<file path="src/hdl/cise_pkg.sv">
// Package: register map and constants of the cell and I/O storage elements
package cise_pkg;

    // ***************************************
    // Register offsets
    // ***************************************
    localparam int         WB_AW        = 8;
    localparam logic [7:0] ADR_CELL_CFG = 8'h00;
    localparam logic [7:0] ADR_IO_CFG   = 8'h04;
    localparam logic [7:0] ADR_CTRL     = 8'h08;
    localparam logic [7:0] ADR_STATUS   = 8'h0c;
    localparam logic [7:0] ADR_BSCAN    = 8'h10;

    // ***************************************
    // Logic cell configuration fields
    // ***************************************
    localparam int CC_X_LATCH  = 0;
    localparam int CC_Y_LATCH  = 1;
    localparam int CC_X_INV    = 2;
    localparam int CC_Y_INV    = 3;
    localparam int CC_X_CE_TIE = 4;
    localparam int CC_Y_CE_TIE = 5;
    localparam int CC_X_SET    = 6;
    localparam int CC_Y_SET    = 7;
    localparam int CELL_CFG_W  = 8;
    localparam logic [7:0] CELL_CFG_RST = 8'h00;

    // ***************************************
    // I/O cell configuration fields
    // ***************************************
    localparam int IC_CAP_EN     = 0;
    localparam int IC_IN_LATCH   = 1;
    localparam int IC_IN_INV     = 2;
    localparam int IC_OCLK_INV   = 3;
    localparam int IC_OUT_REG    = 4;
    localparam int IC_OUT_INV    = 5;
    localparam int IC_T_INV      = 6;
    localparam int IC_IN_CE_TIE  = 7;
    localparam int IC_OUT_CE_TIE = 8;
    localparam int IC_CAP_SET    = 9;
    localparam int IC_IN_SET     = 10;
    localparam int IC_OUT_SET    = 11;
    localparam int IO_CFG_W      = 12;
    localparam logic [11:0] IO_CFG_RST = 12'h000;

    // ***************************************
    // Control, status and scan fields
    // ***************************************
    localparam int CT_GLOB_PULSE = 0;
    localparam int BS_LEN  = 3;
    localparam int BS_IN   = 0;
    localparam int BS_OUT  = 1;
    localparam int BS_OE   = 2;
    localparam int ST_W    = 7;

endpackage

</file>
<file path="src/hdl/cise_elem_if.sv">
// Interface: control and data of one storage element
`timescale 1ns/1ns
interface cise_elem_if;
    logic k;
    logic ce;
    logic d;
    logic sr;
    logic srval;
    logic latch;
    logic q;
    modport ctl  (output k, ce, d, sr, srval, latch, input q);
    modport elem (input k, ce, d, sr, srval, latch, output q);
endinterface

</file>
<file path="src/hdl/cise_elem.sv">
// Module: one configurable flip-flop or latch storage element
`timescale 1ns/1ns
module cise_elem
    import cise_pkg::*;
(
    input  logic       clk,
    input  logic       rst_n,
    cise_elem_if.elem  e
);

    logic q_r;
    logic k_prev_r;
    logic rise;

    // ***************************************
    // Edge detect on the user clock level
    // ***************************************
    // No reset: the first sample only follows the level
    always_ff @(posedge clk) begin
        k_prev_r <= e.k;
    end

    assign rise = e.k & ~k_prev_r;

    // ***************************************
    // Storage
    // ***************************************
    always_ff @(posedge clk) begin
        if (!rst_n) begin
            q_r <= e.srval;
        end else if (e.sr) begin
            q_r <= e.srval;
        end else if (e.ce && (e.latch ? e.k : rise)) begin
            q_r <= e.d;
        end
    end

    // Force and transparency bypass the register so they act without a clock
    assign e.q = e.sr ? e.srval : ((e.latch && e.ce && e.k) ? e.d : q_r);
endmodule // cise_elem

</file>
<file path="src/hdl/cise_top.sv">
// Module: logic cell pair and I/O cell storage elements with Wishbone configuration
//
// Added by the designer: the Wishbone interface to the registers and the address map.
`timescale 1ns/1ns
module cise_top
    import cise_pkg::*;
(
    input  logic        CLOCK,
    input  logic        RESET_N,
    input  logic        WB_CYC_I,
    input  logic        WB_STB_I,
    input  logic        WB_WE_I,
    input  logic [7:0]  WB_ADR_I,
    input  logic [3:0]  WB_SEL_I,
    input  logic [31:0] WB_DAT_I,
    output logic [31:0] WB_DAT_O,
    output logic        WB_ACK_O,
    input  logic        GLOBAL_SET_RESET,
    input  logic        CELL_CLK,
    input  logic        CELL_CLOCK_ENABLE,
    input  logic        CELL_SET_RESET_INPUT,
    input  logic        CELL_D_X,
    input  logic        CELL_D_Y,
    output logic        CELL_Q_X,
    output logic        CELL_Q_Y,
    input  logic        IO_IN_CLK,
    input  logic        IO_OUT_CLK,
    input  logic        IO_IN_CE,
    input  logic        IO_OUT_CE,
    input  logic        IO_PAD_I,
    output logic        IO_PAD_O,
    output logic        IO_PAD_OE,
    output logic        IO_IN_Q,
    input  logic        IO_OUT_D,
    input  logic        IO_OUT_TRISTATE_CONTROL,
    input  logic        BS_CAPTURE,
    input  logic        BS_SHIFT,
    input  logic        BS_UPDATE,
    input  logic        BS_EXTEST,
    input  logic        BS_TDI,
    output logic        BS_TDO
);

    // ***************************************
    // Declarations
    // ***************************************
    logic [CELL_CFG_W-1:0] cell_cfg_r;
    logic [IO_CFG_W-1:0]   io_cfg_r;
    logic                  glob_pulse_r;
    logic                  ack_r;
    logic [31:0]           dat_r;
    logic [31:0]           rdata;
    logic [31:0]           wr_cell;
    logic [31:0]           wr_io;
    logic                  wr_en;
    logic                  glob_frc;
    logic                  cell_sr;
    logic                  out_data;
    logic                  core_pad_o;
    logic                  core_pad_oe;
    logic [BS_LEN-1:0]     bs_sh_r;
    logic [BS_LEN-1:0]     bs_upd_r;
    logic [ST_W-1:0]       status;

    cise_elem_if ex ();
    cise_elem_if ey ();
    cise_elem_if ecap ();
    cise_elem_if ein ();
    cise_elem_if eout ();

    function automatic logic [31:0] be_merge(
        input logic [31:0] old_v,
        input logic [31:0] new_v,
        input logic [3:0]  sel
    );
        logic [31:0] r;
        r = old_v;
        for (int i = 0; i < 4; i++) begin
            if (sel[i]) begin
                r[i*8 +: 8] = new_v[i*8 +: 8];
            end
        end
        return r;
    endfunction

    // ***************************************
    // Wishbone slave
    // ***************************************
    // One wait state: ack follows the request by one edge, then drops
    assign wr_en   = WB_CYC_I & WB_STB_I & WB_WE_I & ~ack_r;
    assign wr_cell = be_merge({24'h0, cell_cfg_r}, WB_DAT_I, WB_SEL_I);
    assign wr_io   = be_merge({20'h0, io_cfg_r}, WB_DAT_I, WB_SEL_I);

    always_ff @(posedge CLOCK) begin
        if (!RESET_N) begin
            ack_r <= 1'b0;
        end else begin
            ack_r <= WB_CYC_I & WB_STB_I & ~ack_r;
        end
    end

    always_ff @(posedge CLOCK) begin
        if (!RESET_N) begin
            cell_cfg_r <= CELL_CFG_RST;
        end else if (wr_en && WB_ADR_I == ADR_CELL_CFG) begin
            cell_cfg_r <= wr_cell[CELL_CFG_W-1:0];
        end
    end

    always_ff @(posedge CLOCK) begin
        if (!RESET_N) begin
            io_cfg_r <= IO_CFG_RST;
        end else if (wr_en && WB_ADR_I == ADR_IO_CFG) begin
            io_cfg_r <= wr_io[IO_CFG_W-1:0];
        end
    end

    // Software pulse of global set/reset lasts exactly one cycle
    always_ff @(posedge CLOCK) begin
        if (!RESET_N) begin
            glob_pulse_r <= 1'b0;
        end else begin
            glob_pulse_r <= wr_en && WB_ADR_I == ADR_CTRL && WB_SEL_I[0] && WB_DAT_I[CT_GLOB_PULSE];
        end
    end

    assign status = {core_pad_oe, core_pad_o, ecap.q, eout.q, ein.q, ey.q, ex.q};

    always_comb begin
        case (WB_ADR_I)
            ADR_CELL_CFG: rdata = {24'h0, cell_cfg_r};
            ADR_IO_CFG:   rdata = {20'h0, io_cfg_r};
            ADR_CTRL:     rdata = 32'h0;
            ADR_STATUS:   rdata = {25'h0, status};
            ADR_BSCAN:    rdata = {26'h0, bs_upd_r, bs_sh_r};
            default:      rdata = 32'h0;
        endcase
    end

    always_ff @(posedge CLOCK) begin
        if (!RESET_N) begin
            dat_r <= 32'h0;
        end else if (WB_CYC_I && WB_STB_I && !ack_r) begin
            dat_r <= rdata;
        end
    end

    assign WB_ACK_O = ack_r;
    assign WB_DAT_O = dat_r;

    // ***************************************
    // Set/reset distribution
    // ***************************************
    // Reset doubles as power-up so every element starts at its chosen value
    assign glob_frc = ~RESET_N | GLOBAL_SET_RESET | glob_pulse_r;
    assign cell_sr  = glob_frc | CELL_SET_RESET_INPUT;

    // ***************************************
    // Logic cell pair
    // ***************************************
    // Latch mode flips the level so transparency sits on clock low
    assign ex.k     = CELL_CLK ^ cell_cfg_r[CC_X_INV] ^ cell_cfg_r[CC_X_LATCH];
    assign ey.k     = CELL_CLK ^ cell_cfg_r[CC_Y_INV] ^ cell_cfg_r[CC_Y_LATCH];
    assign ex.ce    = CELL_CLOCK_ENABLE | cell_cfg_r[CC_X_CE_TIE];
    assign ey.ce    = CELL_CLOCK_ENABLE | cell_cfg_r[CC_Y_CE_TIE];
    assign ex.d     = CELL_D_X;
    assign ey.d     = CELL_D_Y;
    assign ex.sr    = cell_sr;
    assign ey.sr    = cell_sr;
    assign ex.srval = cell_cfg_r[CC_X_SET];
    assign ey.srval = cell_cfg_r[CC_Y_SET];
    assign ex.latch = cell_cfg_r[CC_X_LATCH];
    assign ey.latch = cell_cfg_r[CC_Y_LATCH];

    cise_elem u_x (
        .clk   (CLOCK),
        .rst_n (RESET_N),
        .e     (ex)
    );

    cise_elem u_y (
        .clk   (CLOCK),
        .rst_n (RESET_N),
        .e     (ey)
    );

    assign CELL_Q_X = ex.q;
    assign CELL_Q_Y = ey.q;

    // ***************************************
    // I/O cell input path
    // ***************************************
    // Capture latch runs off the output clock, transparent while it is low
    assign ecap.k     = ~(IO_OUT_CLK ^ io_cfg_r[IC_OCLK_INV]);
    assign ecap.ce    = 1'b1;
    assign ecap.d     = IO_PAD_I;
    assign ecap.sr    = glob_frc;
    assign ecap.srval = io_cfg_r[IC_CAP_SET];
    assign ecap.latch = 1'b1;

    cise_elem u_cap (
        .clk   (CLOCK),
        .rst_n (RESET_N),
        .e     (ecap)
    );

    // Second stage: rising-edge flop or transparent-high latch
    assign ein.k     = IO_IN_CLK ^ io_cfg_r[IC_IN_INV];
    assign ein.ce    = IO_IN_CE | io_cfg_r[IC_IN_CE_TIE];
    assign ein.d     = io_cfg_r[IC_CAP_EN] ? ecap.q : IO_PAD_I;
    assign ein.sr    = glob_frc;
    assign ein.srval = io_cfg_r[IC_IN_SET];
    assign ein.latch = io_cfg_r[IC_IN_LATCH];

    cise_elem u_in (
        .clk   (CLOCK),
        .rst_n (RESET_N),
        .e     (ein)
    );

    assign IO_IN_Q = ein.q;

    // ***************************************
    // I/O cell output path
    // ***************************************
    assign out_data = IO_OUT_D ^ io_cfg_r[IC_OUT_INV];

    assign eout.k     = IO_OUT_CLK ^ io_cfg_r[IC_OCLK_INV];
    assign eout.ce    = IO_OUT_CE | io_cfg_r[IC_OUT_CE_TIE];
    assign eout.d     = out_data;
    assign eout.sr    = glob_frc;
    assign eout.srval = io_cfg_r[IC_OUT_SET];
    assign eout.latch = 1'b0;

    cise_elem u_out (
        .clk   (CLOCK),
        .rst_n (RESET_N),
        .e     (eout)
    );

    assign core_pad_o  = io_cfg_r[IC_OUT_REG] ? eout.q : out_data;
    assign core_pad_oe = ~(IO_OUT_TRISTATE_CONTROL ^ io_cfg_r[IC_T_INV]);

    // ***************************************
    // Boundary-scan cells
    // ***************************************
    // Chain order TDI -> oe -> out -> in -> TDO
    always_ff @(posedge CLOCK) begin
        if (!RESET_N) begin
            bs_sh_r <= '0;
        end else if (BS_CAPTURE) begin
            bs_sh_r <= {core_pad_oe, core_pad_o, IO_PAD_I};
        end else if (BS_SHIFT) begin
            bs_sh_r <= {BS_TDI, bs_sh_r[BS_LEN-1:1]};
        end
    end

    // Update register keeps pins steady while the chain shifts
    always_ff @(posedge CLOCK) begin
        if (!RESET_N) begin
            bs_upd_r <= '0;
        end else if (BS_UPDATE) begin
            bs_upd_r <= bs_sh_r;
        end
    end

    assign BS_TDO    = bs_sh_r[BS_IN];
    assign IO_PAD_O  = BS_EXTEST ? bs_upd_r[BS_OUT] : core_pad_o;
    assign IO_PAD_OE = BS_EXTEST ? bs_upd_r[BS_OE] : core_pad_oe;
endmodule // cise_top

</file>
<file path="config.mk">
export PLATFORM = sky130hd
export DESIGN_NAME = cise_top
export DESIGN_NICKNAME = d
export VERILOG_FILES = /design/src/hdl/cise_pkg.sv /design/src/hdl/cise_elem_if.sv /design/src/hdl/cise_elem.sv /design/src/hdl/cise_top.sv
export SDC_FILE = /design/constraint.sdc
export NUM_CORES = 1
export LEC_CHECK = 0
export BUFFER_PORTS_ARGS = -buffer_cell sky130_fd_sc_hd__buf_2
export CELL_PAD_IN_SITES_DETAIL_PLACEMENT = 1
export CELL_PAD_IN_SITES_GLOBAL_PLACEMENT = 1
export CORE_MARGIN = 5
export CORE_UTILIZATION = 32
export CTS_BUF_LIST = sky130_fd_sc_hd__clkbuf_8
export DETAILED_ROUTE_END_ITERATION = 8
export HOLD_SLACK_MARGIN = 0.1
export PLACE_DENSITY = 0.81
export SYNTH_ARGS = -nofsm -noshare
export SYNTH_HDL_FRONTEND = slang
export SYNTH_SLANG_ARGS = --single-unit
</file>
<file path="constraint.sdc">
create_clock -name CLOCK -period 2.5 [get_ports CLOCK]
set_clock_uncertainty 0.2 [all_clocks]
set_input_delay 0.375 -clock CLOCK [delete_from_list [all_inputs] [get_ports CLOCK]]
set_output_delay 0.375 -clock CLOCK [all_outputs]
set_load 0.02 [all_outputs]
</file>
Word level (Yosys, flattened, before mapping)
Index checks and enable logic that the tools add are counted.
{"block": "classes", "eq_ne": 8, "muxes": 32, "bitwise_logic": 30, "reduce_logical": 23}
{"cell": "case mux 12 bit (4 select lines)", "n": 1}
{"cell": "two-way mux 1 bit", "n": 29}
{"cell": "logical AND 1 bit", "n": 17}
{"cell": "== test 8 x 4 -> 1 bit (second input constant)", "n": 2}
{"cell": "inequality test 3 x 1 -> 1 bit (second input constant)", "n": 4}
{"cell": "AND 1 bit", "n": 8}
{"cell": "== test 8 x 3 -> 1 bit (second input constant)", "n": 1}
{"cell": "== test 8 x 5 -> 1 bit (second input constant)", "n": 1}
{"cell": "zero test 8 bit", "n": 1}
{"cell": "bitwise XOR 1 bit", "n": 8}
{"cell": "inverter 1 bit", "n": 7}
{"cell": "OR 1 bit", "n": 7}
{"cell": "two-way mux 3 bit", "n": 2}
{"cell": "AND reduction 2 bit", "n": 3}
{"cell": "nonzero test 2 bit", "n": 1}
{"cell": "zero test 1 bit", "n": 1}
{"block": "totals", "output_inout_bits": 39, "regBits": 69}

Longest topological paths before layout
{"block": "depth", "depth_word": 8, "ltp_mapped": 7, "ltp_nobuf": 5}

Hierarchy
Synthesis repeated with hierarchy kept, for this count alone.
{"block": "unflattened", "hier_cells": 268, "hier_area_um2": 2603.7}
{"module": "cise_top", "seq_area_each_um2": 800.8, "area_per_inst_um2": 2053.2, "cells_per_inst": 223, "instances": 1}
{"module": "cise_elem", "seq_area_each_um2": 50.0, "area_per_inst_um2": 110.1, "cells_per_inst": 9, "instances": 5}

Least setup slack after synthesis
OpenSTA, ideal clock, no wires.
{"block": "synth_timing", "kind": "input to output", "start": "input port RESET_N", "end": "output port IO_PAD_O", "arrival_ns": 1.880, "n_path_buf": 1, "required_ns": 1.925, "cell_stages": 5, "path_slack_ns": 0.045, "path_cell_list": "clkbuf_1 -> nor3b_1 -> mux2_2 -> mux2i_1 -> o21ai_0"}
{"block": "synth_via", "elab_chain_len": 6}
{"item": "from (decl)", "line_no": "cise_top.sv:9", "rtl": "input logic RESET_N,"}
{"item": "inverter 1 bit", "line_no": "cise_top.sv:155", "rtl": "assign glob_frc = ~RESET_N | GLOBAL_SET_RESET | glob_pulse_r;"}
{"item": "OR 1 bit (2 in a row)", "line_no": "cise_top.sv:155"}
{"item": "two-way mux 1 bit", "line_no": "cise_elem.sv:39", "rtl": "assign e.q = e.sr ? e.srval : ((e.latch && e.ce && e.k) ? e.d : q_r);"}
{"item": "two-way mux 1 bit", "line_no": "cise_top.sv:241", "rtl": "assign core_pad_o = io_cfg_r[IC_OUT_REG] ? eout.q : out_data;"}
{"item": "two-way mux 1 bit", "line_no": "cise_top.sv:268", "rtl": "assign IO_PAD_O = BS_EXTEST ? bs_upd_r[BS_OUT] : core_pad_o;"}
{"item": "to (decl)", "line_no": "cise_top.sv:31", "rtl": "output logic IO_PAD_O,"}
No other way between the ends.

Final worst setup path
{"block": "layout_timing", "start": "register glob_pulse_r", "end": "output port IO_PAD_O"}
{"block": "layout_via", "elab_chain_len": 4}
{"item": "from (decl)", "line_no": "cise_top.sv:49", "rtl": "logic glob_pulse_r;"}
{"item": "from (signal assigned)", "line_no": "cise_top.sv:123", "rtl": "glob_pulse_r <= wr_en && WB_ADR_I == ADR_CTRL && WB_SEL_I[0] && WB_DAT_I[CT_GLOB_PULSE];"}
{"item": "OR 1 bit", "line_no": "cise_top.sv:155"}
{"item": "two-way mux 1 bit", "line_no": "cise_elem.sv:39"}
{"item": "two-way mux 1 bit", "line_no": "cise_top.sv:241"}
{"item": "two-way mux 1 bit", "line_no": "cise_top.sv:268"}
No other way between the ends.

==> metrics <==
outcome complete, no violations; Ports 106; syn_area_per_cell 8.73 sq um; largest net degree at the start of global routing 25; setup TNS 0 ps; Critical R2R Launch glob_pulse_r; fillcell total 975; Synth top area share 0.351; synthesized area approximately 2600 sq um; last element of the critical path IO_PAD_O; CTS Sinks 49; capture point of the worst reg-to-reg path WB_DAT_O[5]; critical path's slowest cell mux2_2; Vias 2314; Die Y between 90 and 100 microns; Setup Fix Bufs, Post-CTS 0; WS Path Type reg2out; yosys warns 0; RePlAce Congestion about 0.81; Synth Instances 294; most common cell after layout, fill and taps aside buf_2; #FFs+latches synth 49; fin nets 433; post-synthesis sequential area ratio 0.398; vias in the first global route 2470; WP buf/inv 1; Synth async-reset ratio 0; Worst Path Max Fanout 2; worst-margin pin slew 695 ps; path depth of the worst reg2reg path 6; CTS root buf clkbuf_8; R2R Setup Slk 400 ps; clock-pin slew of the registers on the worst-case setup and hold paths 100 ps; synthesis-to-finish area growth 21.5%; startpoint types register; fin. max-slew vios 0; Remaining DRCs 0; post-route clock period utilization 0.950; commonest non-fill, non-tap cells in the layout buf_2, dfxtp_1, nand2_1; most area-hungry cell type in the Yosys netlist dfxtp_1; Final Hold Viols 0; Ant. Diodes 0; Clock Latency Late Sink 300 ps; CP Capture Type output port; # rows 32; Pre-Repair DR Iteration Count 4; post-DP HPWL 6.08 mm; Yosys cell types 47; Crit. path cell count 5; port buffer count 63; Setup Slack @ Placement -9.88 ps; main area contributors after synthesis dfxtp_1, mux2i_1, buf_4; post-route setup slack approximately 120 ps; starting density of the core 0.330; Die X 99.6 microns; PD cells 477 nW/um^2; Wirelength per Cell 16.3 microns; HP Class in2reg; peak supply drop 0.190 mV; 1st-iter DRT viols 78; Critical Path Start glob_pulse_r; Tmin final approximately 2400 ps; grt ovf 0; CTS tree built; routed vias/inst slightly below 5; RSZ-0062 raised after global routing no; Max Cap Viol 0; initial antenna violation count 0; crit path DAT between 1500 and 2000 ps; EDFF count, synth 4; total routed wirelength around 7.6 mm; leak pwr 1.33 nW; Rel. slew slack 0.536; cts bufs inserted 5; Data required, critical path 1920 ps; share of layout cells above drive strength 1 0.297; Tot GR Track Use 0.157; Worst path max stage delay 420 ps; ys flop type dfxtp_1; Max clock buf depth 2; post-route ant nets 0; area of the core 7770 sq um; H-tree depth 2; Die Area 9910 sq um; endpoints failing setup 0; first-pass GRT wire length ~12 mm; fmax approximately 0.42 GHz; crit-path cells nor3b_1 -> mux2_2 -> mux2i_2 -> o21ai_0 -> buf_2; cell family with most CP delay multiplexers
==> layout make-up <==
class	count	area, sq um	area share
clock inverter	3	18.8	0.00602
multi-input combinational	225	1390	0.447
clock buffer	5	68.8	0.0221
sequential	49	1020	0.328
tap	102	128	0.0409
timing repair buffer	81	473	0.152
inverter	4	15.0	0.00482
==> timing repair <==
| item | CTS | global route |
|---|---|---|
| hold buffers | 4 | 0 |
| endpoints found under the setup margin | 0 | 4 |
| resized for setup | 0 | 3 |
| endpoints found under the hold margin | 4 | 0 |
==> metrics by stage <==
step	hold WS (ps)	util	total power [mW]	std cells	cell area (sq um)
after floorplan	246	-	0.968	313	2640
after CTS	113	0.399	1.49	469	3100
final	118	0.401	1.49	469	3120
after global routing	122	0.401	1.56	469	3120
after global placement	246	0.383	1.02	457	2980
after detailed placement	253	0.383	1.03	457	2980
==> worst min-delay path, cell delays in order <==
cell and delay (ps):
buf_2 110, nand2_1 60, o21ai_2 40
==> kinds of logic (layout without fill, tap and decap cells) <==
| logic type | Yosys count | after routing | share of synthesized area |
|---|---|---|---|
| mux | 28 | 28 | 0.112 |
| xor+xnor | 9 | 9 | 0.0307 |
| other cells | 1 | 20 | 0.00146 |
| flops | 49 | 49 | 0.398 |
| simple gates | 103 | 103 | 0.205 |
| compound gates | 65 | 65 | 0.160 |
| buf+inv | 39 | 93 | 0.0926 |
==> power breakdown <==
part           total [mW]  internal [mW]  switching [mW]
clock network       0.468          0.194           0.274
logic               0.204         0.0759           0.128
registers           0.814          0.805         0.00880
total                1.49           1.07           0.411
==> worst min path at each step <==
stage / start / to / slack (ps) / depth (start not counted)
floorplan: io_cfg_r[8] / io_cfg_r[8] / 250 / 2
global route: WB_DAT_I[6] / io_cfg_r[6] / 120 / 3
finish: WB_DAT_I[6] / io_cfg_r[6] / 120 / 3
CTS: WB_DAT_I[6] / io_cfg_r[6] / 110 / 3
detailed placement: WB_DAT_O[7] / WB_DAT_O[7] / 250 / 2
global placement: WB_DAT_O[6] / WB_DAT_O[6] / 250 / 2
==> registers in the layout (all words and copies together), names as in the netlist <==
| name | cells |
|---|---|
| WB_DAT_O | 12 |
| io_cfg_r | 12 |
| cell_cfg_r | 8 |
| bs_sh_r | 3 |
| bs_upd_r | 3 |
| WB_ACK_O | 1 |
| glob_pulse_r | 1 |
| u_cap.q_r | 1 |
| u_in.k_prev_r | 1 |
| u_in.q_r | 1 |
| u_out.k_prev_r | 1 |
| u_out.q_r | 1 |
| u_x.k_prev_r | 1 |
| u_x.q_r | 1 |
| u_y.k_prev_r | 1 |
| u_y.q_r | 1 |
==> Yosys cell counts, types with 3 or more instances <==
library cell	count
o21ai_2	8
edfxtp_1	4
and3_1	3
a211o_1	3
nand2_1	29
dfxtp_1	45
xor2_1	5
clkbuf_1	10
inv_1	4
buf_4	20
a21oi_1	13
nor2_1	29
mux2i_1	23
o21ai_0	22
mux2_2	5
a22oi_1	6
xnor2_1	4
nand3_1	15
==> per-layer routing <==
metal,track usage,up-vias,part of all wire
met5,0,-,0
met2,0.287,53,0.53
met4,0.0420,0,0.0073
li1,-,1138,-
met3,0.0344,5,0.042
met1,0.184,1118,0.42
Power figures use the tool's default switching activity.
